[src/include/stage_handshake_pkg.sv]
// shared constants and carrier types for the two-stage ready handshake
package stage_handshake_pkg;
  localparam int          PATTERN_WIDTH       = 8;
  localparam logic [7:0]  FIRST_PATTERN_VALUE  = 8'h12;
  localparam logic [7:0]  SECOND_PATTERN_VALUE = 8'h9A;
  localparam logic [7:0]  PATTERN_RESET_VALUE  = 8'h00;
  localparam int          COUNTDOWN_CYCLES     = 16;
  localparam int          COUNT_WIDTH          = 16;
  localparam logic [15:0] COUNT_ZERO           = 16'h0000;
  localparam logic [15:0] COUNT_ONE            = 16'h0001;

  typedef enum logic [2:0] {
    ST_WATCH = 3'b001,
    ST_COUNT = 3'b010,
    ST_READY = 3'b100
  } ready_state_e;

  typedef struct packed {
    logic [7:0]  prev_pattern;
    logic        prev_valid;
    ready_state_e state;
    logic [15:0] count;
    logic        app_ready;
    logic        live;
    logic        done_pulse;
    logic        stage_two_done;
  } handshake_state_s;

  typedef struct packed {
    logic app_ready;
    logic live;
    logic config_done;
  } handshake_status_s;
endpackage

[src/rtl/stage_handshake.sv]
// first-stage pattern detector, ready countdown and live gating of core inputs
// Functional notes
// - pattern pair 0x12/0x9A, parameterised, shared
// - detect alternation, then start countdown
// - countdown end asserts application-ready output
// - live means stage two loaded, interaction allowed
// - done pulses after stage one, stays high later
// - only system reset needed in stage one
// - shared bank outputs undefined until stage two
// - critical inputs held deasserted until live; the code holds them at the crit_idle input value instead
`timescale 1ns/1ps
`default_nettype none
module stage_handshake
  import stage_handshake_pkg::*;
#(
  parameter logic [7:0]  FIRST_VALUE  = FIRST_PATTERN_VALUE,
  parameter logic [7:0]  SECOND_VALUE = SECOND_PATTERN_VALUE,
  parameter logic [15:0] COUNTDOWN    = 16'(COUNTDOWN_CYCLES),
  parameter int          CRIT_WIDTH   = 4
) (
  input  wire logic                  clk,
  input  wire logic                  rstn,
  input  wire logic [7:0]            pattern_bus,
  input  wire logic                  stage_one_startup,
  input  wire logic                  stage_two_startup,
  input  wire logic [CRIT_WIDTH-1:0] crit_user_in,
  input  wire logic [CRIT_WIDTH-1:0] crit_idle,
  output logic [CRIT_WIDTH-1:0]      crit_core_in,
  output handshake_status_s          status,
  output logic                       bank_connected
);
  logic             rst_meta;
  logic             rst_sync;
  handshake_state_s cur;
  handshake_state_s next_cur;
  logic             is_pattern;
  logic             alternates;

  // reset release through two flops; only system reset needed in stage one
  always_ff @(posedge clk or negedge rstn) begin
    if (!rstn) begin
      rst_meta <= 1'b0;
      rst_sync <= 1'b0;
    end else begin
      rst_meta <= 1'b1;
      rst_sync <= rst_meta;
    end
  end

  // pattern arrives already in this clock's domain
  assign is_pattern = (pattern_bus == FIRST_VALUE) || (pattern_bus == SECOND_VALUE);
  assign alternates = is_pattern && cur.prev_valid && (pattern_bus != cur.prev_pattern);

  always_comb begin
    next_cur              = cur;
    next_cur.prev_pattern = pattern_bus;
    next_cur.prev_valid   = is_pattern;
    // pin pulses while stage one starts up, then stays high once stage two is done
    next_cur.done_pulse   = stage_one_startup && !cur.stage_two_done;
    if (stage_two_startup) begin
      next_cur.stage_two_done = 1'b1;
    end
    unique case (cur.state)
      // count loads on the first alternating pair of samples
      ST_WATCH: begin
        if (alternates) begin
          next_cur.state = ST_COUNT;
          next_cur.count = COUNTDOWN;
        end
      end
      ST_COUNT: begin
        // a repeat or a foreign value drops back to watching
        if (!alternates) begin
          next_cur.state = ST_WATCH;
          next_cur.count = COUNT_ZERO;
        end else if (cur.count == COUNT_ONE) begin
          next_cur.state     = ST_READY;
          next_cur.count     = COUNT_ZERO;
          next_cur.app_ready = 1'b1;
        end else begin
          next_cur.count = cur.count - COUNT_ONE;
        end
      end
      ST_READY: begin
        next_cur.app_ready = 1'b1;
      end
    endcase
    // live follows application-ready one cycle later
    next_cur.live = cur.app_ready;
  end

  always_ff @(posedge clk or negedge rst_sync) begin
    if (!rst_sync) begin
      cur <= '{
        prev_pattern:   PATTERN_RESET_VALUE,
        prev_valid:     1'b0,
        state:          ST_WATCH,
        count:          COUNT_ZERO,
        app_ready:      1'b0,
        live:           1'b0,
        done_pulse:     1'b0,
        stage_two_done: 1'b0
      };
    end else begin
      cur <= next_cur;
    end
  end

  // critical inputs masked until live
  assign crit_core_in       = cur.live ? crit_user_in : crit_idle;
  assign status = '{
    app_ready:   cur.app_ready,
    live:        cur.live,
    config_done: cur.done_pulse || cur.stage_two_done
  };
  // shared bank pins float internally until stage two completes
  assign bank_connected     = cur.stage_two_done;

  AST_START_COUNT: assert property (@(posedge clk) disable iff (!rst_sync)
    (cur.state == ST_WATCH && alternates) |=> (cur.state == ST_COUNT && cur.count == COUNTDOWN))
    else $error("countdown did not start on alternation");
  AST_READY_AFTER_COUNT: assert property (@(posedge clk) disable iff (!rst_sync)
    (cur.state == ST_COUNT && alternates && cur.count == COUNT_ONE) |=> cur.app_ready)
    else $error("ready missing at countdown end");
  AST_NO_EARLY_READY: assert property (@(posedge clk) disable iff (!rst_sync)
    $rose(cur.app_ready) |-> $past(cur.state) == ST_COUNT)
    else $error("ready rose outside countdown");
  AST_BREAK_RESTARTS: assert property (@(posedge clk) disable iff (!rst_sync)
    (cur.state == ST_COUNT && !alternates) |=> cur.state == ST_WATCH)
    else $error("alternation break did not restart");
  AST_LIVE_FOLLOWS: assert property (@(posedge clk) disable iff (!rst_sync)
    $rose(cur.app_ready) |=> cur.live)
    else $error("live did not follow ready");
  AST_MASK: assert property (@(posedge clk) disable iff (!rst_sync)
    !cur.live |-> crit_core_in == crit_idle)
    else $error("critical inputs passed before live");
  AST_READY_STICKS: assert property (@(posedge clk) disable iff (!rst_sync)
    cur.app_ready |=> cur.app_ready)
    else $error("ready dropped");
  AST_DONE_HOLDS: assert property (@(posedge clk) disable iff (!rst_sync)
    stage_two_startup |=> status.config_done [*2])
    else $error("done not held after stage two");
  AST_DONE_PULSE: assert property (@(posedge clk) disable iff (!rst_sync)
    (stage_one_startup && !cur.stage_two_done && !stage_two_startup) |=> status.config_done)
    else $error("done pulse missing");

  // state and countdown bookkeeping
  AST_STATE_ONEHOT: assert property (@(posedge clk) disable iff (!rst_sync)
    $onehot(cur.state))
    else $error("state code not one-hot");
  AST_COUNT_STEP: assert property (@(posedge clk) disable iff (!rst_sync)
    (cur.state == ST_COUNT && alternates && cur.count != COUNT_ONE) |=>
      (cur.state == ST_COUNT && cur.count == $past(cur.count) - COUNT_ONE))
    else $error("countdown did not step by one");
  AST_COUNT_BOUND: assert property (@(posedge clk) disable iff (!rst_sync)
    (cur.state == ST_COUNT) |-> (cur.count != COUNT_ZERO && cur.count <= COUNTDOWN))
    else $error("countdown out of range");
  AST_COUNT_IDLE_ZERO: assert property (@(posedge clk) disable iff (!rst_sync)
    (cur.state != ST_COUNT) |-> (cur.count == COUNT_ZERO))
    else $error("count left over outside countdown");
  AST_REPEAT_NO_START: assert property (@(posedge clk) disable iff (!rst_sync)
    (cur.state == ST_WATCH && pattern_bus == cur.prev_pattern) |=> cur.state == ST_WATCH)
    else $error("repeated value started countdown");
  AST_OTHER_VALUE_NO_START: assert property (@(posedge clk) disable iff (!rst_sync)
    (cur.state == ST_WATCH && pattern_bus != FIRST_VALUE && pattern_bus != SECOND_VALUE) |=> cur.state == ST_WATCH)
    else $error("foreign value started countdown");

  // ready, live and the input gate
  AST_WATCH_NOT_READY: assert property (@(posedge clk) disable iff (!rst_sync)
    (cur.state == ST_WATCH) |-> !cur.app_ready)
    else $error("ready while watching");
  AST_READY_STATE: assert property (@(posedge clk) disable iff (!rst_sync)
    cur.app_ready |-> cur.state == ST_READY)
    else $error("ready outside ready state");
  AST_READY_NEEDS_COUNT: assert property (@(posedge clk) disable iff (!rst_sync)
    $rose(cur.app_ready) |-> ($past(cur.count) == COUNT_ONE && $past(alternates)))
    else $error("ready without finished countdown");
  AST_LIVE_LAG: assert property (@(posedge clk) disable iff (!rst_sync)
    cur.live == $past(cur.app_ready))
    else $error("live not one cycle behind ready");
  AST_LIVE_NEEDS_READY: assert property (@(posedge clk) disable iff (!rst_sync)
    cur.live |-> cur.app_ready)
    else $error("live without ready");
  AST_LIVE_STICKS: assert property (@(posedge clk) disable iff (!rst_sync)
    cur.live |=> cur.live)
    else $error("live dropped");
  AST_PASS_AFTER_READY: assert property (@(posedge clk) disable iff (!rst_sync)
    $past(cur.app_ready) |-> crit_core_in == crit_user_in)
    else $error("critical inputs still masked after live");

  // done pin and shared bank
  AST_DONE_PULSE_ENDS: assert property (@(posedge clk) disable iff (!rst_sync)
    (!stage_one_startup && !stage_two_startup && !cur.stage_two_done) |=> !status.config_done)
    else $error("done pulse too long");
  AST_BANK_FOLLOWS: assert property (@(posedge clk) disable iff (!rst_sync)
    stage_two_startup |=> bank_connected)
    else $error("bank not connected after stage two");
  AST_BANK_EARLY: assert property (@(posedge clk) disable iff (!rst_sync)
    (!stage_two_startup && !bank_connected) |=> !bank_connected)
    else $error("bank connected before stage two");

  // state seen on the first edge after reset release
  AST_RESET_CLEAN: assert property (@(posedge clk) disable iff (!rst_sync)
    $rose(rst_sync) |-> (cur.state == ST_WATCH && !cur.app_ready && !cur.live && !cur.stage_two_done))
    else $error("state not clear after reset");
  AST_RESET_MASKED: assert property (@(posedge clk) disable iff (!rst_sync)
    $rose(rst_sync) |-> (crit_core_in == crit_idle && !bank_connected))
    else $error("outputs not idle after reset");

  COV_DETECT: cover property (@(posedge clk) disable iff (!rst_sync) cur.state == ST_COUNT);
  COV_READY: cover property (@(posedge clk) disable iff (!rst_sync) $rose(cur.live));
  COV_BREAK: cover property (@(posedge clk) disable iff (!rst_sync) cur.state == ST_COUNT && !alternates);
  COV_DONE: cover property (@(posedge clk) disable iff (!rst_sync) $rose(cur.stage_two_done));
  COV_REPEAT: cover property (@(posedge clk) disable iff (!rst_sync) is_pattern && pattern_bus == cur.prev_pattern);
endmodule
`default_nettype wire

[config.mk]
export PLATFORM = sky130hd
export DESIGN_NAME = stage_handshake
export DESIGN_NICKNAME = d
export VERILOG_FILES = /design/src/include/stage_handshake_pkg.sv /design/src/rtl/stage_handshake.sv
export SDC_FILE = /design/constraint.sdc
export NUM_CORES = 1
export LEC_CHECK = 0
export BUFFER_PORTS_ARGS = -buffer_cell sky130_fd_sc_hd__buf_2
export CELL_PAD_IN_SITES_DETAIL_PLACEMENT = 1
export CELL_PAD_IN_SITES_GLOBAL_PLACEMENT = 2
export CORE_MARGIN = 3
export CORE_UTILIZATION = 38
export DETAILED_ROUTE_END_ITERATION = 7
export HOLD_SLACK_MARGIN = 0.05
export PLACE_DENSITY = 0.89
export SETUP_SLACK_MARGIN = 0.02
export SLEW_MARGIN = 0
export SYNTH_ARGS = -nofsm -noshare
export SYNTH_HDL_FRONTEND = slang
export SYNTH_SLANG_ARGS = --single-unit
[constraint.sdc]
create_clock -name clk -period 1.9 [get_ports clk]
set_clock_uncertainty 0.2 [all_clocks]
set_input_delay 0.285 -clock clk [delete_from_list [all_inputs] [get_ports clk]]
set_output_delay 0.285 -clock clk [all_outputs]
set_load 0.02 [all_outputs]
==> qor.yml <==
outcome: "finished, violations left"
violations: "setup timing"
io_pins: 28
clk_pin_slew_worst_paths_ns: 0.08
worstHoldPathType: "primary input to asynchronous set/reset pin"
yosys_most_used_dff: "dfrtp_1"
port_buffers: 27
nFillCells: 466
cp_slowest_stage_delay_ns: 0.45
synth_top_area_share_pct: 45.80
syn_to_final_growth_pct: 54.41
worstPathMaxFanout: 7
setup_slack_ns: -0.2136
yosysUniqueCellTypes: 51
synthTopCellsByArea: "dfrtp_1, a21o_1, xor2_1"
htreeDepth: 2
p_int_mw: 1.198
crit_path_start_kind: "register"
p_comb_share_pct: 9.4
clockRootBuffer: "clkbuf_8"
drv_slew: 0
worstSkewPairLatency_ns: 0.30
p_leak_nw: 1.287
die_w_um: 74.88
async_reset_ff_share_pct: 100.0
antenna_found_initial: 0
swShare_pct: 25.07
path_buf_inv: 1
die-area_um2: 5607
layout.nets: 274
syn_inst: 174
ant_nets: 0
cp_cell_sequence: "xor2_2 > nor4_4 > a2111o_1 > buf_6 > a211oi_2 > a21o_1"
synthesis.nets: 196
tritoncts: "built"
clkPwrFrac_pct: 43.9
first_pass_iters: 4
postLayoutCoreUtil_pct: 62.22
final-hold-violation-count: 0
irDropWorstVdd_v: 0.0005401
yosys-top-cells-count: "dfrtp_1, a21o_1, nand2_1"
cp.arrival_ns: 2.15
grt_pass1_vias: 1912
grt_start_max_net_pins: 21
setup_viol: 20
path_class: "register to register"
max_cap_violations: 0
vias: 1794
route.detailed.drc: 0
path_delay_family: "compound AO/OA/AOI/OAI gates"
die_h_um: 74.88
wire_per_inst_um: 23.68
ys_seq_elements: 34
drive_gt1_share_pct: 54.15
antenna_cells: 0
routed_via_density: 5.882
crit_slowest_cell: "a2111o_1"
powerDensity_nw_per_um2: 574.5
core_area_um2: 4474
num_rows: 24
finalPower_mw: 1.599
drt-total-wl_um: 7223
pwr-share-seq_pct: 46.7
netlist_area_um2: 1803
synth.most_common_cell: "dfrtp_1"
power_switching_mw: 0.4009
avgSynthCellArea_um2: 10.36
overflow: 0
routabilityCongestion: 0.8546
post-route-period-util_pct: 111.2
grt_first_pass_wirelength_um: 9039
seq_area_frac_synth_pct: 47.26
finalCriticalPeriod_ns: 2.114
ys_warn_count: 0
grt.total_usage_pct: 21.82
fmax_mhz: 473.1
cts_sinks: 34
endpoint_kind: "register"
yosysTopAreaCell: "dfrtp_1"
drt_iter0_drc: 134
synth_edf_count: 0
start_util_pct: 40.30
clockBufferDepth: 2
dpl.hpwl_um: 3744
grt_setup_unrepaired: "yes"
cts_inserted_buffers: 5
cp_data_required_time_ns: 1.94
## cell families after synthesis
group / count (synthesis) / synth area share (%)
AO/OA/AOI/OAI: 45 / 17.63
flip-flops: 34 / 47.26
AND/OR/NAND/NOR: 66 / 22.90
multiplexers: 5 / 3.053
buffers and inverters: 12 / 3.191
adder cells (fa/ha/maj): 2 / 1.388
XOR/XNOR: 9 / 4.372
other: 1 / 0.2080
## what timing repair did
item | CTS | global route
endpoints found under the setup margin | 19 | 19
gates resized for setup | 33 | 26
endpoints found under the hold margin | 37 | 0
setup buffers | 3 | 3
pin swaps | 14 | 17
cloned | 0 | 0
hold buffers | 12 | 0
## worst register-to-register path: stages (launching register included)
cell      delay (ns)
dfrtp_1         0.44
xor2_2          0.29
nor4_4          0.11
a2111o_1        0.45
buf_6           0.17
a211oi_2        0.24
a21o_1          0.15
## layout make-up
class / instances / area [um^2] / area share, %
Sequential cell: 34 / 853.3 / 30.65
Tap cell: 52 / 65.06 / 2.337
Clock inverter: 3 / 45.04 / 1.618
Inverter: 4 / 15.01 / 0.5393
Clock buffer: 5 / 68.82 / 2.472
Multi-Input combinational cell: 128 / 1155 / 41.48
Timing Repair Buffer: 79 / 581.8 / 20.90
## layout by cell type, fill, tap and decap left out, types with 4 or more instances in the layout
cell and instances:
nand2_1 9, a21o_1 14, nand2b_1 4, buf_4 33, or4_4 4, nor2b_1 4, dlygate4sd3_1 12, dfrtp_1 32
nand3_1 4, o21ai_0 4, xor2_2 5, clkbuf_8 5, buf_6 7, a21oi_2 6, buf_2 27, mux2_2 4
## final timing paths
kind / start / endpoint / slack (ns) / cells after the start
max in group asynchronous: rst_sync$_DFF_PN0_ / cur[20]$_DFFE_PN1P_ / 0.61 / 2
max reg2reg: cur[25]$_DFF_PN0_ / cur[13]$_DFFE_PN0P_ / -0.21 / 6
min reg2reg: rst_meta$_DFF_PN0_ / rst_sync$_DFF_PN0_ / 0.16 / 0
max: cur[25]$_DFF_PN0_ / cur[13]$_DFFE_PN0P_ / -0.21 / 6
min: rstn / rst_meta$_DFF_PN0_ / 0.1 / 2
min in group clk: rst_meta$_DFF_PN0_ / rst_sync$_DFF_PN0_ / 0.16 / 0
## power groups by stage
stage / Combinational, mW / Clock [mW] / Sequential (mW)
6_report: 0.151 / 0.702 / 0.747
5_1_grt: 0.162 / 0.735 / 0.748
4_1_cts: 0.128 / 0.693 / 0.743
3_5_place_dp: 0.105 / 0 / 0.758
3_3_place_gp: 0.0989 / 0 / 0.757
2_1_floorplan: 0.0413 / 0 / 0.766
## state kept, by name, summed over array words and instances (netlist names)
register,count
bank_connected,1
cur,29
rst_meta,1
rst_sync,1
status,2
## through the flow
stage	worst slack (ns)	hold slack, ns	instances	setup TNS, ns	cell area [um^2]
finish	-0.2136	0.09750	305	-2.570	2784
global route	-0.2156	0.1230	305	-2.762	2784
CTS	-0.08405	0.08789	303	-0.2670	2640
detailed placement	-0.1878	-0.1293	280	-1.973	2247
global placement	-0.1104	-0.1304	280	-0.9576	2247
floorplan	-0.06872	-0.2106	174	-0.1626	1828
## layer usage
layer  global-route usage, %  up-vias  wire length, um
met4                   9.091        0              319
li1                        -      785                -
met2                   41.78       63             3825
met3                   5.607       24              338
met5                       0        -                0
met1                   22.08      922             2739
Power figures use the tool's default switching activity.
